### config.mk
export PLATFORM = sky130hd
export DESIGN_NAME = shac_top
export DESIGN_NICKNAME = d
export VERILOG_FILES = /design/src/rtl/shac_pkg.sv /design/src/rtl/shac_top.sv
export SDC_FILE = /design/constraint.sdc
export NUM_CORES = 2
export LEC_CHECK = 0
export BUFFER_PORTS_ARGS = -buffer_cell sky130_fd_sc_hd__buf_2
export CORE_UTILIZATION = 25
export CTS_BUF_LIST = sky130_fd_sc_hd__clkbuf_4
export DETAILED_ROUTE_END_ITERATION = 16
export MAX_ROUTING_LAYER = met4
export REMOVE_ABC_BUFFERS = 1
export SLEW_MARGIN = 40
export SYNTH_ARGS = -nofsm -noshare
export SYNTH_HDL_FRONTEND = slang
export SYNTH_SLANG_ARGS = --single-unit
### constraint.sdc
create_clock -name i_clk -period 13.8 [get_ports i_clk]
set_input_delay 0.69 -clock i_clk [delete_from_list [all_inputs] [get_ports i_clk]]
set_output_delay 0.69 -clock i_clk [all_outputs]
set_load 0.05 [all_outputs]
### src/rtl/shac_pkg.sv
// package of constants for the sample-and-hold acquire control block
// ============================================================
package shac_pkg;
  // ==========================================================
  // widths and counts
  localparam int CHAN_COUNT = 32;
  localparam int ADDR_WIDTH = 5;
  localparam int CODE_WIDTH = 14;
  localparam logic [CODE_WIDTH-1:0] CODE_RESET = 14'h0000;
  // ==========================================================
  // timing, figures in their own units
  localparam int CLK_PERIOD_PS = 4000;
  localparam int ACQ_SINGLE_NS = 16000;
  localparam int ACQ_ALL_NS = 45000;
  localparam int RESET_MIN_NS = 90;
  localparam int RESET_MAX_NS = 200;
  // least times round up, longest times round down
  localparam int ACQ_SINGLE_CYC = (ACQ_SINGLE_NS * 1000) / CLK_PERIOD_PS;
  localparam int ACQ_ALL_CYC = (ACQ_ALL_NS * 1000) / CLK_PERIOD_PS;
  localparam int RESET_MIN_CYC =
    (RESET_MIN_NS * 1000 + CLK_PERIOD_PS - 1) / CLK_PERIOD_PS;
  localparam int RESET_MAX_CYC = (RESET_MAX_NS * 1000) / CLK_PERIOD_PS;
  localparam int CNT_WIDTH = 14;
  localparam int LOW_WIDTH = 8;
  localparam logic [CNT_WIDTH-1:0] ACQ_SINGLE_LAST =
    CNT_WIDTH'(ACQ_SINGLE_CYC - 1);
  localparam logic [CNT_WIDTH-1:0] ACQ_ALL_LAST = CNT_WIDTH'(ACQ_ALL_CYC - 1);
  localparam logic [LOW_WIDTH-1:0] LOW_MIN = LOW_WIDTH'(RESET_MIN_CYC);
  localparam logic [LOW_WIDTH-1:0] LOW_MAX = LOW_WIDTH'(RESET_MAX_CYC);
  localparam logic [LOW_WIDTH-1:0] LOW_SAT = LOW_WIDTH'(RESET_MAX_CYC + 1);
  // ==========================================================
  // acquisition states
  typedef enum logic [1:0] {
    SHAC_IDLE,
    SHAC_WAIT,
    SHAC_ACQ
  } shac_state_type;
endpackage

### src/rtl/shac_top.sv
// acquisition sequencer for a 32-channel infinite sample-and-hold
`timescale 1ns/1ps
module shac_top (
  input wire logic i_clk,
  input wire logic i_srst,
  input wire logic i_ce,
  input wire logic i_addr_strobe,
  input wire logic [shac_pkg::ADDR_WIDTH-1:0] i_channel_address,
  input wire logic i_offset_select,
  input wire logic i_all_channels,
  input wire logic i_infinite_hold_mode_n,
  input wire logic [shac_pkg::CODE_WIDTH-1:0] i_common_analog_input,
  output logic o_busy_n,
  output logic [shac_pkg::CHAN_COUNT-1:0] o_track_select,
  output logic [shac_pkg::CODE_WIDTH*shac_pkg::CHAN_COUNT-1:0]
    o_channel_output,
  output logic [shac_pkg::CODE_WIDTH-1:0] o_span_shift_output
);
  import shac_pkg::*;

  // ==========================================================
  // hold-release pulse width qualifier
  logic rel_prev_reg;
  logic rel_prev_next;
  logic [LOW_WIDTH-1:0] low_cnt_reg;
  logic [LOW_WIDTH-1:0] low_cnt_next;
  logic rise;
  logic soft_reset;
  logic long_low;

  // count low cycles, saturating just past the reset window
  always_comb begin
    rel_prev_next = i_infinite_hold_mode_n;
    low_cnt_next = low_cnt_reg;
    if (!i_infinite_hold_mode_n) begin
      if (low_cnt_reg != LOW_SAT) begin
        low_cnt_next = low_cnt_reg + LOW_WIDTH'(1);
      end
    end else begin
      low_cnt_next = '0;
    end
  end

  always_ff @(posedge i_clk) begin
    if (i_srst) begin
      rel_prev_reg <= 1'b1;
      low_cnt_reg <= '0;
    end else if (i_ce) begin
      rel_prev_reg <= rel_prev_next;
      low_cnt_reg <= low_cnt_next;
    end
  end

  assign rise = i_infinite_hold_mode_n && !rel_prev_reg;
  // qualified reset pulse: ends inside 90..200 ns
  assign soft_reset = rise && (low_cnt_reg >= LOW_MIN) &&
    (low_cnt_reg <= LOW_MAX);
  // short pulses have no effect except in SHAC_WAIT, where any unqualified rise starts an acquisition
  assign long_low = rise && (low_cnt_reg > LOW_MAX);

  // ==========================================================
  // address decode
  logic [CHAN_COUNT-1:0] sel_mask;
  logic sel_offset;

  // offset select wins over the channel address bits
  always_comb begin
    sel_mask = '0;
    sel_offset = 1'b0;
    if (i_offset_select) begin
      sel_offset = 1'b1;
    end else if (i_all_channels) begin
      sel_mask = '1;
    end else begin
      sel_mask[i_channel_address] = 1'b1;
    end
  end

  // ==========================================================
  // acquisition sequencer
  shac_state_type state_reg;
  shac_state_type state_next;
  logic [CNT_WIDTH-1:0] cnt_reg;
  logic [CNT_WIDTH-1:0] cnt_next;
  logic [CNT_WIDTH-1:0] last_reg;
  logic [CNT_WIDTH-1:0] last_next;
  logic [CHAN_COUNT-1:0] tgt_reg;
  logic [CHAN_COUNT-1:0] tgt_next;
  logic tgt_off_reg;
  logic tgt_off_next;
  logic busy_n_next;
  logic load;

  // start at once if release is high, else wait for its rising edge
  always_comb begin
    state_next = state_reg;
    cnt_next = cnt_reg;
    last_next = last_reg;
    tgt_next = tgt_reg;
    tgt_off_next = tgt_off_reg;
    busy_n_next = o_busy_n;
    load = 1'b0;
    case (state_reg)
      SHAC_IDLE, SHAC_WAIT: begin
        if (i_addr_strobe) begin
          tgt_next = sel_mask;
          tgt_off_next = sel_offset;
          last_next = i_all_channels && !i_offset_select ?
            ACQ_ALL_LAST : ACQ_SINGLE_LAST;
          cnt_next = '0;
          if (i_infinite_hold_mode_n) begin
            state_next = SHAC_ACQ;
            busy_n_next = 1'b0;
          end else begin
            state_next = SHAC_WAIT;
          end
        end else if (state_reg == SHAC_WAIT && (long_low ||
            (rise && !soft_reset))) begin
          state_next = SHAC_ACQ;
          busy_n_next = 1'b0;
          cnt_next = '0;
        end
      end
      SHAC_ACQ: begin
        if (cnt_reg == last_reg) begin
          load = 1'b1;
          busy_n_next = 1'b1;
          state_next = SHAC_IDLE;
          tgt_next = '0;
          tgt_off_next = 1'b0;
        end else begin
          cnt_next = cnt_reg + CNT_WIDTH'(1);
        end
      end
      default: begin
        state_next = SHAC_IDLE;
      end
    endcase
    if (soft_reset) begin
      state_next = SHAC_IDLE;
      busy_n_next = 1'b1;
      tgt_next = '0;
      tgt_off_next = 1'b0;
      cnt_next = '0;
      load = 1'b0;
    end
  end

  always_ff @(posedge i_clk) begin
    if (i_srst) begin
      state_reg <= SHAC_IDLE;
      cnt_reg <= '0;
      last_reg <= ACQ_SINGLE_LAST;
      tgt_reg <= '0;
      tgt_off_reg <= 1'b0;
      o_busy_n <= 1'b1;
    end else if (i_ce) begin
      state_reg <= state_next;
      cnt_reg <= cnt_next;
      last_reg <= last_next;
      tgt_reg <= tgt_next;
      tgt_off_reg <= tgt_off_next;
      o_busy_n <= busy_n_next;
    end
  end

  // ==========================================================
  // hold converters: 32 channels plus the span shift channel
  logic [CODE_WIDTH-1:0] code_reg [CHAN_COUNT+1];
  logic [CODE_WIDTH-1:0] code_next [CHAN_COUNT+1];
  logic [CHAN_COUNT-1:0] track_next;
  logic [CODE_WIDTH*CHAN_COUNT-1:0] out_next;

  // only targeted converters load; the rest keep their code
  always_comb begin
    for (int i = 0; i < CHAN_COUNT; i++) begin
      code_next[i] = code_reg[i];
      if (load && tgt_reg[i]) begin
        code_next[i] = i_common_analog_input;
      end
    end
    code_next[CHAN_COUNT] = code_reg[CHAN_COUNT];
    if (load && tgt_off_reg) begin
      code_next[CHAN_COUNT] = i_common_analog_input;
    end
    if (soft_reset) begin
      for (int i = 0; i <= CHAN_COUNT; i++) begin
        code_next[i] = CODE_RESET;
      end
    end
    // a tracking channel shows the live input instead of its code
    for (int i = 0; i < CHAN_COUNT; i++) begin
      track_next[i] = (state_next != SHAC_IDLE) && tgt_next[i];
      out_next[i*CODE_WIDTH +: CODE_WIDTH] = track_next[i] ?
        i_common_analog_input : code_next[i];
    end
  end

  always_ff @(posedge i_clk) begin
    if (i_srst) begin
      for (int i = 0; i <= CHAN_COUNT; i++) begin
        code_reg[i] <= CODE_RESET;
      end
      o_track_select <= '0;
      o_channel_output <= '0;
      o_span_shift_output <= CODE_RESET;
    end else if (i_ce) begin
      for (int i = 0; i <= CHAN_COUNT; i++) begin
        code_reg[i] <= code_next[i];
      end
      o_track_select <= track_next;
      o_channel_output <= out_next;
      o_span_shift_output <= code_next[CHAN_COUNT];
    end
  end
endmodule

==> results by group <==
Status
  – Status: complete, no violations

Logic synthesis
  – Post-Syn Instances: 4824
  – Sequential area share after synthesis: 56.5%
  – Dominant synthesized flop cell: dfxtp_1
  – Synthesized flop and latch total: 1017
  – Synthesis Warnings: 0
  – Post-synth top area cell: edfxtp_1
  – Synth top area cells: edfxtp_1 31%, dfxtp_1 25%, nand2_1 7.9%
  – Synthesized area per cell: 9.17 um^2
  – Mapped cell area: 0.0442 mm^2
  – Yosys cell types: 56
  – Number of synthesized flops with an enable pin: 462
  – Async set-reset flop share out of synthesis: 0%
  – Synth top area share: 31.4%

Place
  – I/O Buffers: 520
  – Post-DP HPWL: 118000 um
  – Routability-driven placement congestion ratio: 0.835

Setup path
  – Worst EP required: 14.98 ns
  – Slowest cell on the critical path: or3_4
  – Worst-path fanout max: 32
  – Worst setup EP type: register
  – Critical-path cell list: nor4_4, buf_4, o21ai_4, o31ai_4, buf_4, buf_4, or3_4, o22ai_1, nand2_1
  – Startpoint class of the critical path: register
  – Crit Path Class: register to register
  – Max incr delay on CP: 0.84 ns
  – Worst Path Arrival: 5.75 ns
  – Most frequent CP cell: buf_4

Cells and area
  – Max FFs per register: 462
  – Layout cells sized above 1: 22.5%
  – Nets: 5248
  – P&R area growth vs syn: 19.7%
  – Final core occ: 30.1%

Route
  – DR vias/cell: 5.32
  – DRC viols: 0
  – Vias: 41400
  – Final ANT Viol Nets: 0
  – Drt first pass iters: 8
  – DRT Wirelength: 197000 um
  – Starting DRT DRC Count: 5202
  – DR WL/cell: 25.3 um

GRT
  – Initial antenna violation count: 20
  – Met1 Track Usage GR: 25.5%
  – Gr ovfl total: 0
  – Largest net degree at the start of global routing: 170
  – Total GRT Usage: 21.6%
  – Vias in the first global route: 39400
  – GR met3 Demand/Resource: 4.81%
  – Met2 Track Usage GR: 33.9%
  – Most used routing layer: met2
  – First-pass GRT wire length: 277000 um

Power and ir drop
  – Cell Pwr Density: 143 mW/mm^2
  – Static leakage: 0.0216 uW
  – Total Power: 7560 uW
  – Max IR drop VDD: 68.9 uV

CTS
  – Latest clock arrival within the worst-skew pair: 1.34 ns
  – Clock buffer depth: 4
  – CTS Hold Buffers Added: 19
  – Clock Root Buffer: clkbuf_4
  – TritonCTS clock tree: yes
  – PostCTS Resize Cnt: 0
  – H-tree depth: 5
  – Setup Fix Bufs, Post-CTS: 0
  – CTS Buf Count: 298
  – Clock sink count: 1017
  – Clk slew on worst S/H paths: 0.07 ns

STA
  – Slew HR: 31.7%
  – RSZ-0062 raised after global routing: false
  – Worst slew pin tran: 1.02 ns
  – Clock Skews: 0.102 ns
  – Highest clock rate: 0.219 GHz
  – Final hold viol count: 0
  – Fin crit share: 33.1%
  – Pins Over Slew Limit: 0
  – Endpoints failing setup: 0
  – Min Tclk post-route: 4.57 ns
  – Setup TNS: 0 ns

Job
  – Max_cap viols: 0

Floorplanning
  – I/O Pins: 521
  – Die Height: 423 um
  – Row Count: 154
  – Initial core utilization: 25.1%
  – Die ar.: 0.179 mm^2
  – Core ar.: 0.176 mm^2
  – Chip width: 423 um

Min path
  – Hold/Removal Path Class: primary input to register
## layout by cell type (no fill, tap or decap), types with 11 or more instances in the layout
master,instances
buf_6,19
dfxtp_1,553
buf_2,510
dlygate4sd3_1,20
o2111a_1,33
or2_1,12
or2_2,19
mux2i_1,15
a21o_1,49
or3_4,14
nor2b_1,34
buf_12,20
nor2_1,89
buf_4,76
clkbuf_4,455
nand3_1,452
o21ai_1,11
clkinv_1,38
nor4_2,19
nor4_4,15
diode_2,14
xor2_1,15
o21ai_0,494
o22ai_1,467
a21oi_1,472
edfxtp_1,462
o2111ai_2,29
nand2_1,925
## Yosys cell counts, types with 3 or more instances
| cell type | instances |
|---|---|
| a21oi_1 | 472 |
| o22ai_1 | 467 |
| buf_1 | 27 |
| buf_4 | 26 |
| o21ai_1 | 12 |
| o21ai_0 | 494 |
| clkbuf_1 | 305 |
| nor4_2 | 31 |
| o2111ai_1 | 36 |
| nand3_1 | 452 |
| edfxtp_1 | 462 |
| and3_1 | 5 |
| or3b_2 | 5 |
| nor3_1 | 3 |
| nor2b_1 | 35 |
| or2_1 | 12 |
| buf_6 | 5 |
| nand4_1 | 3 |
| nor4_4 | 3 |
| inv_1 | 7 |
| dfxtp_1 | 555 |
| mux2i_1 | 15 |
| nand2b_1 | 3 |
| o211ai_1 | 4 |
| nand3b_1 | 5 |
| and4_1 | 4 |
| o2111a_1 | 33 |
| ha_1 | 3 |
| nand2_1 | 925 |
| buf_2 | 192 |
| or2_2 | 19 |
| xor2_1 | 15 |
| nor2_1 | 92 |
| or3_1 | 21 |
| a21o_1 | 49 |
## final timing paths
| kind | start | end | slack (ns) | cells past startpoint |
|---|---|---|---|---|
| max reg2reg | cnt_reg[5] | o_channel_output[103] | 9.23 | 9 |
| min | i_common_analog_input[8] | o_channel_output[288] | 0.14 | 4 |
| min reg2reg | o_channel_output[251] | o_channel_output[251] | 0.43 | 2 |
| max | cnt_reg[5] | o_channel_output[103] | 9.23 | 9 |
## cells by family after synthesis
kind of cell / after synthesis / synth area share, %
multiplexers: 15 / 0.339
AO/OA/AOI/OAI: 1582 / 20.5
flip-flops: 1017 / 56.5
XOR/XNOR: 17 / 0.337
buffers and inverters: 563 / 5.63
AND/OR/NAND/NOR: 1627 / 16.6
adder cells (fa/ha/maj): 3 / 0.0849
## where the power goes
part / switching [uW] / internal (uW)
combinational: 956 / 232
clock: 1360 / 1530
sequential: 124 / 3360
total: 2440 / 5120
## critical path: cells and delay by family, from the launching register on
family | cells | cell delay (ns)
AND/OR/NAND/NOR | 3 | 1.58
flip-flops | 1 | 0.38
AO/OA/AOI/OAI | 3 | 0.69
buffers and inverters | 3 | 1.74
## through the flow
step | area (um^2) | cells | hold WS, ns | setup slack [ns]
2_1_floorplan | 41800 | 4268 | 0.439 | -46.40
3_3_place_gp | 48200 | 7204 | 0.421 | 8.78
3_5_place_dp | 48900 | 7235 | 0.427 | 9.10
4_1_cts | 52800 | 7763 | 0.00763 | 9.06
5_1_grt | 52900 | 7779 | 0.0199 | 9.19
6_report | 52900 | 7782 | 0.142 | 9.23
## area by class of cell
cell class	instances	area, um^2
diodes	14	35.0
flip-flops and latches	1017	25000
fillers	18500	123000
well taps	2340	2930
inverters	7	33.8
clock buffers	455	3420
multi-input cells	3244	17200
clock inverters	54	264
repair buffers	651	4090
## per-layer routing
metal	up-vias	part of all wire (%)
li1	18400	-
met1	20000	38
met2	2408	47
met3	535	8.8
met4	0	5.8
met5	-	0
Note: power is estimated with default switching activity, not from simulation.
